$ cat src/pcm_cfg.svh
// pcm_cfg.svh: timing counts, slot positions and guard counts of the pcm link
// assumes a 10 MHz mclk shared by both ends of the link
`ifndef PCM_CFG_SVH
`define PCM_CFG_SVH
`define PCM_CLK_NS 100
`define PCM_FRAME_NS 125000
`define PCM_FRAME_CYCLES (`PCM_FRAME_NS / `PCM_CLK_NS)
`define PCM_BCLK_HALF 5
`define PCM_FRAME_BITS (`PCM_FRAME_CYCLES / (2 * `PCM_BCLK_HALF))
`define PCM_SLOT_FRAME 8'h01
`define PCM_SLOT_GCI_B1 8'h00
`define PCM_SLOT_GCI_B2 8'h10
`define PCM_SLOT_IDL_B1 8'h01
`define PCM_SLOT_IDL_B2 8'h0B
`define PCM_STATIC_FRAMES 2'h2
`define PCM_GUARD_FRAMES 2'h2
`define PCM_MU_CLIP 14'h1FDE
`define PCM_MU_BIAS 16'h0084
`define PCM_A_TOGGLE 8'h55
`endif

$ cat src/pcm_pkg.sv
// pcm_pkg: link mode type and slot helpers shared by both ends
// assumes pcm_cfg.svh is on the include path
`include "pcm_cfg.svh"
package pcm_pkg;
	typedef enum logic [1:0] {PCM_FRAME = 2'b00, PCM_GCI = 2'b01, PCM_IDL = 2'b11} pcm_mode_type;

	// first bit-clock edge of the active slot
	function automatic logic [7:0] pcm_slot_start(input pcm_mode_type m, input logic ch);
		case (m)
			PCM_GCI: pcm_slot_start = ch ? `PCM_SLOT_GCI_B2 : `PCM_SLOT_GCI_B1;
			PCM_IDL: pcm_slot_start = ch ? `PCM_SLOT_IDL_B2 : `PCM_SLOT_IDL_B1;
			default: pcm_slot_start = `PCM_SLOT_FRAME;
		endcase
	endfunction

	// {hit, bit index} for an edge offset into the slot; gci bits last two clocks
	function automatic logic [3:0] pcm_bit_at(input logic [7:0] rel, input logic wide, input logic sample);
		if (wide)
			pcm_bit_at = {(rel < 8'h10) && (!sample || rel[0]), rel[3:1]};
		else
			pcm_bit_at = {rel < 8'h08, rel[2:0]};
	endfunction
endpackage

$ cat src/pcm_if.sv
// pcm_if: the serial pins between codec and highway controller
// assumes serial_data_out is pulled high while nobody drives it
`timescale 1ns/100ps
interface pcm_if;
	logic rx_bit_clock_pin;
	logic tx_bit_clock_pin;
	logic rx_frame_sync;
	logic tx_frame_sync;
	logic serial_data_in;
	logic serial_data_out_o;
	logic serial_data_out_oe;
	logic law_select;
	logic power_up_input;
	wire serial_data_out;

	// resolved line level, pull-up when released
	assign serial_data_out = serial_data_out_oe ? serial_data_out_o : 1'b1;

	modport dev (
		input rx_bit_clock_pin, tx_bit_clock_pin, rx_frame_sync, tx_frame_sync,
		input serial_data_in, law_select, power_up_input,
		output serial_data_out_o, serial_data_out_oe
	);
	modport host (
		output rx_bit_clock_pin, tx_bit_clock_pin, rx_frame_sync, tx_frame_sync,
		output serial_data_in, law_select, power_up_input,
		input serial_data_out
	);
endinterface

$ cat src/pcm_codec_dev.sv
// pcm_codec_dev: digital side of the codec, companding and serial framing
// assumes all pins are asynchronous to mclk and bit clocks are far below mclk
`timescale 1ns/100ps
`include "pcm_cfg.svh"
module pcm_codec_dev (
	// clock, reset, enable
	input wire logic mclk,
	input wire logic rst_n,
	input wire logic ce,
	// serial pins
	pcm_if.dev pins,
	// linear sample side
	input wire logic [15:0] tx_sample,
	output logic tx_take,
	output logic [15:0] rx_sample,
	output logic rx_valid,
	// status
	output pcm_pkg::pcm_mode_type mode,
	output logic channel,
	output logic powered,
	output logic [15:0] frame_period
);

	// mu-law compression of a 16-bit linear sample
	function automatic logic [7:0] mu_enc(input logic [15:0] x);
		logic [15:0] m;
		logic [13:0] mg;
		logic [14:0] b;
		logic [14:0] sh;
		logic [2:0] seg;
		m = x[15] ? (~x + 16'h0001) : x;
		mg = (m[15:2] > `PCM_MU_CLIP) ? `PCM_MU_CLIP : m[15:2];
		b = {1'b0, mg} + 15'h0021;
		seg = 3'h0;
		for (int i = 1; i < 8; i++) begin
			if (b[i + 5])
				seg = i[2:0];
		end
		sh = b >> (seg + 3'h1);
		mu_enc = {~x[15], ~seg, ~sh[3:0]};
	endfunction

	// a-law compression of a 16-bit linear sample
	function automatic logic [7:0] a_enc(input logic [15:0] x);
		logic [15:0] m;
		logic [11:0] mg;
		logic [11:0] sh;
		logic [2:0] seg;
		m = x[15] ? (~x + 16'h0001) : x;
		mg = m[15] ? 12'hFFF : m[14:3];
		seg = 3'h0;
		for (int i = 1; i < 8; i++) begin
			if (mg[i + 4])
				seg = i[2:0];
		end
		sh = (seg == 3'h0) ? (mg >> 1) : (mg >> seg);
		a_enc = {~x[15], seg, sh[3:0]} ^ `PCM_A_TOGGLE;
	endfunction

	// mu-law expansion to 16-bit linear
	function automatic logic [15:0] mu_dec(input logic [7:0] c);
		logic [7:0] u;
		logic [15:0] t;
		logic [15:0] mag;
		u = ~c;
		t = ({9'h000, u[3:0], 3'h0} + `PCM_MU_BIAS) << u[6:4];
		mag = t - `PCM_MU_BIAS;
		mu_dec = u[7] ? (~mag + 16'h0001) : mag;
	endfunction

	// a-law expansion to 16-bit linear
	function automatic logic [15:0] a_dec(input logic [7:0] c);
		logic [7:0] u;
		logic [15:0] t;
		u = c ^ `PCM_A_TOGGLE;
		t = {8'h00, u[3:0], 4'h8};
		if (u[6:4] != 3'h0)
			t = (t + 16'h0100) << (u[6:4] - 3'h1);
		a_dec = u[7] ? t : (~t + 16'h0001);
	endfunction

	// pin synchroniser: meta, stable, previous
	logic [6:0] meta_q, sync_q, prev_q;
	wire [6:0] pin_w = {pins.rx_bit_clock_pin, pins.tx_bit_clock_pin, pins.rx_frame_sync,
		pins.tx_frame_sync, pins.serial_data_in, pins.law_select, pins.power_up_input};

	always_ff @(posedge mclk) begin
		if (!rst_n) begin
			meta_q <= 7'h00;
			sync_q <= 7'h00;
			prev_q <= 7'h00;
		end else if (ce) begin
			meta_q <= pin_w;
			sync_q <= meta_q;
			prev_q <= sync_q;
		end
	end

	// pin views and edges, timing only from clocks and syncs
	wire rxck_w = sync_q[6];
	wire txck_w = sync_q[5];
	wire rxfs_w = sync_q[4];
	wire din_w = sync_q[2];
	wire law_mu_w = sync_q[1];
	wire pwr_w = sync_q[0];
	wire tx_rise_w = txck_w & ~prev_q[5];
	wire txfs_rise_w = sync_q[3] & ~prev_q[3];
	wire rxfs_rise_w = rxfs_w & ~prev_q[4];
	wire rxck_edge_w = rxck_w ^ prev_q[6];

	// format detection state
	logic seen_q;
	logic [1:0] static_q;
	pcm_pkg::pcm_mode_type mode_q;
	logic chan_q;
	wire seen_w = seen_q | rxck_edge_w;
	wire [1:0] static_d = seen_w ? 2'h0 :
		((static_q == `PCM_STATIC_FRAMES) ? static_q : static_q + 2'h1);
	wire static_w = (static_d == `PCM_STATIC_FRAMES);
	pcm_pkg::pcm_mode_type mode_d;
	assign mode_d = !static_w ? pcm_pkg::PCM_FRAME :
		(rxck_w ? pcm_pkg::PCM_IDL : pcm_pkg::PCM_GCI);
	wire chan_d = static_w & rxfs_w;
	pcm_pkg::pcm_mode_type cur_mode;
	assign cur_mode = txfs_rise_w ? mode_d : mode_q;
	wire cur_chan = txfs_rise_w ? chan_d : chan_q;
	wire isdn_w = (cur_mode != pcm_pkg::PCM_FRAME);
	wire wide_w = (cur_mode == pcm_pkg::PCM_GCI);
	wire [7:0] start_w = pcm_pkg::pcm_slot_start(cur_mode, cur_chan);

	// mode and channel latched only on frame starts
	always_ff @(posedge mclk) begin
		if (!rst_n) begin
			seen_q <= 1'b0;
			static_q <= 2'h0;
			mode_q <= pcm_pkg::PCM_FRAME;
			chan_q <= 1'b0;
		end else if (ce) begin
			seen_q <= txfs_rise_w ? rxck_edge_w : seen_w;
			if (txfs_rise_w) begin
				static_q <= static_d;
				mode_q <= mode_d;
				chan_q <= chan_d;
			end
		end
	end

	// power-down guard: line stays released for whole frames after power-up
	logic [1:0] guard_q;
	logic drive_ok_q;
	wire drive_ok_d = txfs_rise_w ? (guard_q == `PCM_GUARD_FRAMES) : drive_ok_q;

	always_ff @(posedge mclk) begin
		if (!rst_n) begin
			guard_q <= 2'h0;
			drive_ok_q <= 1'b0;
		end else if (ce) begin
			if (!pwr_w) begin
				guard_q <= 2'h0;
				drive_ok_q <= 1'b0;
			end else if (txfs_rise_w) begin
				drive_ok_q <= drive_ok_d;
				if (guard_q != `PCM_GUARD_FRAMES)
					guard_q <= guard_q + 2'h1;
			end
		end
	end

	// frame period measured in mclk cycles, the prescaler lock
	logic [15:0] per_cnt_q, period_q;

	always_ff @(posedge mclk) begin
		if (!rst_n) begin
			per_cnt_q <= 16'h0000;
			period_q <= 16'h0000;
		end else if (ce) begin
			if (txfs_rise_w) begin
				period_q <= per_cnt_q + 16'h0001;
				per_cnt_q <= 16'h0000;
			end else if (per_cnt_q != 16'hFFFF) begin
				per_cnt_q <= per_cnt_q + 16'h0001;
			end
		end
	end

	// transmit: encode at frame start, clock out on rising edges
	logic [7:0] code_q;
	logic [7:0] tcnt_q;
	logic dout_q, oe_q;
	wire [7:0] enc_w = law_mu_w ? mu_enc(tx_sample) : a_enc(tx_sample);
	wire [7:0] word_w = txfs_rise_w ? enc_w : code_q;
	wire [7:0] tcnt_d = txfs_rise_w ? 8'h00 : ((tcnt_q == 8'hFF) ? tcnt_q : tcnt_q + 8'h01);
	wire [3:0] tpos_w = pcm_pkg::pcm_bit_at(tcnt_d - start_w, wide_w, 1'b0);
	wire tx_edge_w = txfs_rise_w | tx_rise_w;

	always_ff @(posedge mclk) begin
		if (!rst_n) begin
			code_q <= 8'h00;
			tcnt_q <= 8'h00;
			dout_q <= 1'b1;
			oe_q <= 1'b0;
		end else if (ce) begin
			if (txfs_rise_w)
				code_q <= enc_w;
			if (!pwr_w) begin
				oe_q <= 1'b0;
			end else if (tx_edge_w) begin
				tcnt_q <= tcnt_d;
				dout_q <= tpos_w[3] ? word_w[3'h7 - tpos_w[2:0]] : 1'b1;
				oe_q <= tpos_w[3] & drive_ok_d;
			end
		end
	end

	// receive: isdn formats share the transmit clock and sync
	wire rclk_w = isdn_w ? txck_w : rxck_w;
	wire rclk_prev_w = isdn_w ? prev_q[5] : prev_q[6];
	wire rx_fall_w = ~rclk_w & rclk_prev_w;
	wire rfr_rise_w = isdn_w ? txfs_rise_w : rxfs_rise_w;
	logic [7:0] rcnt_q;
	logic [7:0] shift_q;
	logic [15:0] rx_sample_q;
	logic rx_valid_q;
	wire [7:0] rcnt_d = (rcnt_q == 8'hFF) ? rcnt_q : rcnt_q + 8'h01;
	wire [3:0] rpos_w = pcm_pkg::pcm_bit_at(rcnt_d - start_w - 8'h01, wide_w, 1'b1);
	wire rx_hit_w = pwr_w & rx_fall_w & rpos_w[3];
	wire [7:0] rx_word_w = {shift_q[7:1], din_w};

	always_ff @(posedge mclk) begin
		if (!rst_n) begin
			rcnt_q <= 8'h00;
			shift_q <= 8'h00;
			rx_sample_q <= 16'h0000;
			rx_valid_q <= 1'b0;
		end else if (ce) begin
			rx_valid_q <= 1'b0;
			if (rfr_rise_w)
				rcnt_q <= 8'h00;
			else if (rx_fall_w)
				rcnt_q <= rcnt_d;
			if (rx_hit_w)
				shift_q[3'h7 - rpos_w[2:0]] <= din_w;
			if (rx_hit_w && rpos_w[2:0] == 3'h7) begin
				rx_sample_q <= law_mu_w ? mu_dec(rx_word_w) : a_dec(rx_word_w);
				rx_valid_q <= 1'b1;
			end
		end
	end

	// outputs
	assign tx_take = ce & pwr_w & txfs_rise_w;
	assign rx_sample = rx_sample_q;
	assign rx_valid = rx_valid_q;
	assign mode = mode_q;
	assign channel = chan_q;
	assign powered = pwr_w;
	assign frame_period = period_q;
	assign pins.serial_data_out_o = dout_q;
	assign pins.serial_data_out_oe = oe_q;
endmodule

$ cat src/flat_wrapper.sv
// flat-port wrapper written by rule: the top's interface ports become plain ports
module pcm_codec_dev_flat 
  (mclk, rst_n, ce, tx_sample, tx_take, rx_sample, rx_valid, mode, channel, powered, frame_period, pins_rx_bit_clock_pin, pins_tx_bit_clock_pin, pins_rx_frame_sync, pins_tx_frame_sync, pins_serial_data_in, pins_law_select, pins_power_up_input, pins_serial_data_out_o, pins_serial_data_out_oe);
  pcm_if pins_i ();
  input wire logic mclk;
  input wire logic rst_n;
  input wire logic ce;
  input wire logic [15:0] tx_sample;
  output logic tx_take;
  output logic [15:0] rx_sample;
  output logic rx_valid;
  output pcm_pkg::pcm_mode_type mode;
  output logic channel;
  output logic powered;
  output logic [15:0] frame_period;
  input wire logic [$bits(pins_i.rx_bit_clock_pin)-1:0] pins_rx_bit_clock_pin;
  input wire logic [$bits(pins_i.tx_bit_clock_pin)-1:0] pins_tx_bit_clock_pin;
  input wire logic [$bits(pins_i.rx_frame_sync)-1:0] pins_rx_frame_sync;
  input wire logic [$bits(pins_i.tx_frame_sync)-1:0] pins_tx_frame_sync;
  input wire logic [$bits(pins_i.serial_data_in)-1:0] pins_serial_data_in;
  input wire logic [$bits(pins_i.law_select)-1:0] pins_law_select;
  input wire logic [$bits(pins_i.power_up_input)-1:0] pins_power_up_input;
  output wire logic [$bits(pins_i.serial_data_out_o)-1:0] pins_serial_data_out_o;
  output wire logic [$bits(pins_i.serial_data_out_oe)-1:0] pins_serial_data_out_oe;
  assign pins_i.rx_bit_clock_pin = pins_rx_bit_clock_pin;
  assign pins_i.tx_bit_clock_pin = pins_tx_bit_clock_pin;
  assign pins_i.rx_frame_sync = pins_rx_frame_sync;
  assign pins_i.tx_frame_sync = pins_tx_frame_sync;
  assign pins_i.serial_data_in = pins_serial_data_in;
  assign pins_i.law_select = pins_law_select;
  assign pins_i.power_up_input = pins_power_up_input;
  assign pins_serial_data_out_o = pins_i.serial_data_out_o;
  assign pins_serial_data_out_oe = pins_i.serial_data_out_oe;
  pcm_codec_dev u_core (.mclk(mclk), .rst_n(rst_n), .ce(ce), .pins(pins_i), .tx_sample(tx_sample), .tx_take(tx_take), .rx_sample(rx_sample), .rx_valid(rx_valid), .mode(mode), .channel(channel), .powered(powered), .frame_period(frame_period));
endmodule
$ cat config.mk
export PLATFORM = sky130hd
export DESIGN_NAME = pcm_codec_dev_flat
export DESIGN_NICKNAME = d
export VERILOG_FILES = /design/src/pcm_pkg.sv /design/src/pcm_if.sv /design/src/pcm_codec_dev.sv /design/src/flat_wrapper.sv
export VERILOG_INCLUDE_DIRS = /design/src
export SDC_FILE = /design/constraint.sdc
export NUM_CORES = 1
export LEC_CHECK = 0
export BUFFER_PORTS_ARGS = -buffer_cell sky130_fd_sc_hd__buf_2
export CAP_MARGIN = 20
export CORE_MARGIN = 1.5
export CORE_UTILIZATION = 45
export DETAILED_ROUTE_END_ITERATION = 7
export HOLD_SLACK_MARGIN = 0.08
export MAX_ROUTING_LAYER = met4
export SLEW_MARGIN = 10
export SYNTH_ARGS = -nofsm -noshare
export SYNTH_HDL_FRONTEND = slang
export SYNTH_SLANG_ARGS = --single-unit
$ cat constraint.sdc
create_clock -name mclk -period 17.3 [get_ports mclk]
set_clock_uncertainty 0.2 [all_clocks]
set_input_delay 5.19 -clock mclk [delete_from_list [all_inputs] [get_ports mclk]]
set_output_delay 5.19 -clock mclk [all_outputs]
set_load 0.02 [all_outputs]
==> impl_results.md <==
* Status: complete, no violations
* Layout cell share with drive strength beyond 1 at between 10% and 20%
* Cell Chain, Critical Path: buf_2, buf_4, nand2_1, nor2_1, buf_2
* DR vias/cell at 5.767
* Most common cell in the netlist: nor2_1
* Htree depth at 3
* CTS tree: done
* Startpoint Class: input pin
* GRT Total Usage at 22.37%
* Fin Setup TNS at 0 ns
* Die height at 142.0 microns
* DRT Pass-1 Iters at 5
* Die width at about 140 microns
* Ant. Diodes at 0
* Worst-margin pin slew at about 0.96 ns
* Post-synth top area share at around 25%
* Hold path endpoint: u_core.rx_sample[12]
* R2r endpoint: u_core.rx_sample[12]
* # DRC at 0
* Reg2reg start: u_core.sync_q[6]
* Post-synth ARST share at 0%
* GPL Wtd Cong at ~0.9
* Worst path max stage delay at ~0.43 ns
* Setup Viol. Count Final at 0
* Worst slack, placed at roughly 5.6 ns
* Maximum buffer depth of the clock tree at 2
* Warnings, synthesis at 0
* Fmax at 0.08538 GHz
* Peak fanout along the critical path at 36
* Synth Flop Type: dfxtp_1
* Vias in the first global route at 7362
* Max Cap Violations at 0
* Top cells by area, synth: dfxtp_1, nor2_1, mux2i_1
* Pin count of the biggest net entering global routing at 68
* DRT antenna net count at 0
* Root Driver: clkbuf_16
* Type of the most critical hold path: flip-flop to flip-flop
* Max Transition Viols Final at 0
* CP arrival at about 6.3 ns
* Core Rows at 50
* Final hold violation count at 0
* Post-synth EDFFs at 0
* Period utilization at roughly 68%
* Die Area at 20170 sq um
* Post-CTS Resized at 0
* # placed instances at between 1k and 1.5k
* CP top delay family: buffers and inverters
* Peak VDD IR at between 0.04 and 0.05 mV
* Initial Utilization at ~46%
* Pwr per Cell Area at between 60 and 70 nW/um^2
* R2R setup slack at between 10 and 15 ns
* Flops & latches, synth at between 100 and 150
* Most common cell on crit path: buf_2
* CP max stage cell: buf_4
* # clock sinks at 107
* Buffers on Ports at 63
* Dpl cell area at 9044 sq um
* Wire length per cell at 15.11 microns
* Final HPWL DP at ~16 mm
* Routed wire length at 21.84 mm
* Finished Layout Cells at 1445
* Worst skew pair latency at 0.36 ns
* Reg clk slew, reported paths at ~0.070 ns
* Design Area, Final at around 9400 sq um
* CORE AREA at 18830 sq um
* Mapped Area at about 8700 sq um
* Final worst slack at between 5 and 6 ns
* Post-synth top area cell: dfxtp_1
* Slew margin rel. at approximately a third
* First-pass GRT wire length at 36.11 mm
* Min Tclk post-route at ~12 ns
* Total power at ~0.00059 W
* Syn-to-layout area delta at 7.639%
* Syn Inst Count at roughly 1.2k
* Critical Path RT at between 10 and 15 ns
* Initial antenna violation count at 0
* Distinct cell type count after synthesis at 89
* Pleak at about 3.6 nW
* # IOs at 66
* FF-to-FF path depth at 18
* Post-Syn Area per Cell at between 7 and 8 sq um
* Critical path type: input pin to output pin
* Hold path startpoint: u_core.rx_sample[12]
* DR vias at about 8.3k
* Cts bufs inserted at 9
* WP buf/inv at 3
* Post-CTS setup buffer count at 0
* Grt total ovfl at 0
* Most frequent cells after synthesis: nor2_1, nand2_1, dfxtp_1
* Sequential share of the synthesized area at 24.63%
* Hold_buf cts at 0
* Hold path depth at 2
* Final #Nets at about 1.2k
* 1st-iter DRT viols at approximately 560
* RSZ-0062 raised after global routing: no
* CP Capture Type: output pin
==> where the power goes <==
part | leakage, nW | switching, W | total [W] | internal, W
combinational | 2.60 | 0.0000743 | 0.000117 | 0.0000424
clock | 0.155 | 0.000104 | 0.000220 | 0.000116
sequential | 0.865 | 0.00000282 | 0.000252 | 0.000250
total | 3.62 | 0.000181 | 0.000589 | 0.000408
==> layout make-up <==
| type | instances | area (sq um) |
|---|---|---|
| sequential | 107 | 2142 |
| multi-input combinational | 960 | 6092 |
| fill | 1941 | 9469 |
| clock buffer | 9 | 225.2 |
| timing repair buffer | 69 | 360.3 |
| clock inverter | 7 | 92.59 |
| inverter | 33 | 123.9 |
| tap | 260 | 325.3 |
==> cells in the final DEF, fill, tap and decap left out, types with 13 or more instances in the layout <==
master / count
nor2_1: 165
nand2_1: 118
dfxtp_1: 107
a21oi_1: 89
o21ai_0: 70
buf_2: 63
mux2i_1: 58
xnor2_1: 43
nand3_1: 37
nor3_1: 35
inv_1: 30
xor2_1: 28
ha_1: 24
a31oi_1: 22
a211oi_1: 18
nand4_1: 15
nand2b_1: 14
nor4_1: 13
==> sequential cells by signal (all words and copies together), names as in the netlist <==
signal,count
u_core.frame_period,16
u_core.per_cnt_q,16
u_core.rx_sample,14
u_core.code_q,8
u_core.rcnt_q,8
u_core.tcnt_q,8
u_core.meta_q,7
u_core.shift_q,7
u_core.sync_q,7
u_core.prev_q,4
u_core.guard_q,2
u_core.mode,2
u_core.static_q,2
u_core.channel,1
u_core.drive_ok_q,1
u_core.pins.serial_data_out_o,1
u_core.pins.serial_data_out_oe,1
u_core.rx_valid,1
u_core.seen_q,1
==> metal layers <==
metal | up-vias | wire length, microns | track usage [%]
met5 | - | 0 | -
met2 | 138 | 10030 | 34.66
met3 | 18 | 668 | 3.264
met1 | 3919 | 10870 | 30.38
met4 | 0 | 275 | 6.240
li1 | 4259 | - | -
==> per-stage QoR <==
stage,util [%],hold slack (ns)
4_1_cts,49.71,0.2548
2_1_floorplan,-,0.2319
5_1_grt,49.71,0.2747
3_5_place_dp,48.03,0.2446
3_3_place_gp,48.03,0.2403
6_report,49.71,0.2538
==> logic make-up after synthesis <==
group           synth area share, %
simple gates                  25.08
compound gates                25.21
buf+inv                       5.395
other cells                 0.04312
mux                           8.402
xor+xnor                      7.337
flops                         24.63
fa+ha+maj                     3.913
==> worst max-delay path by stage <==
stage	from	endpoint	slack [ns]	cells after the start
detailed placement	ce	tx_take	5.60	5
CTS	ce	tx_take	5.60	5
global route	ce	tx_take	5.51	5
finish	ce	tx_take	5.59	5
floorplan	ce	tx_take	6.03	3
global placement	ce	tx_take	5.64	5
==> tightest hold or removal path: stages (launching register included) <==
cell	delay [ns]
dfxtp_1	0.31
nand2_1	0.05
a21oi_1	0.05
No activity file was read; power rests on OpenSTA's default activity.
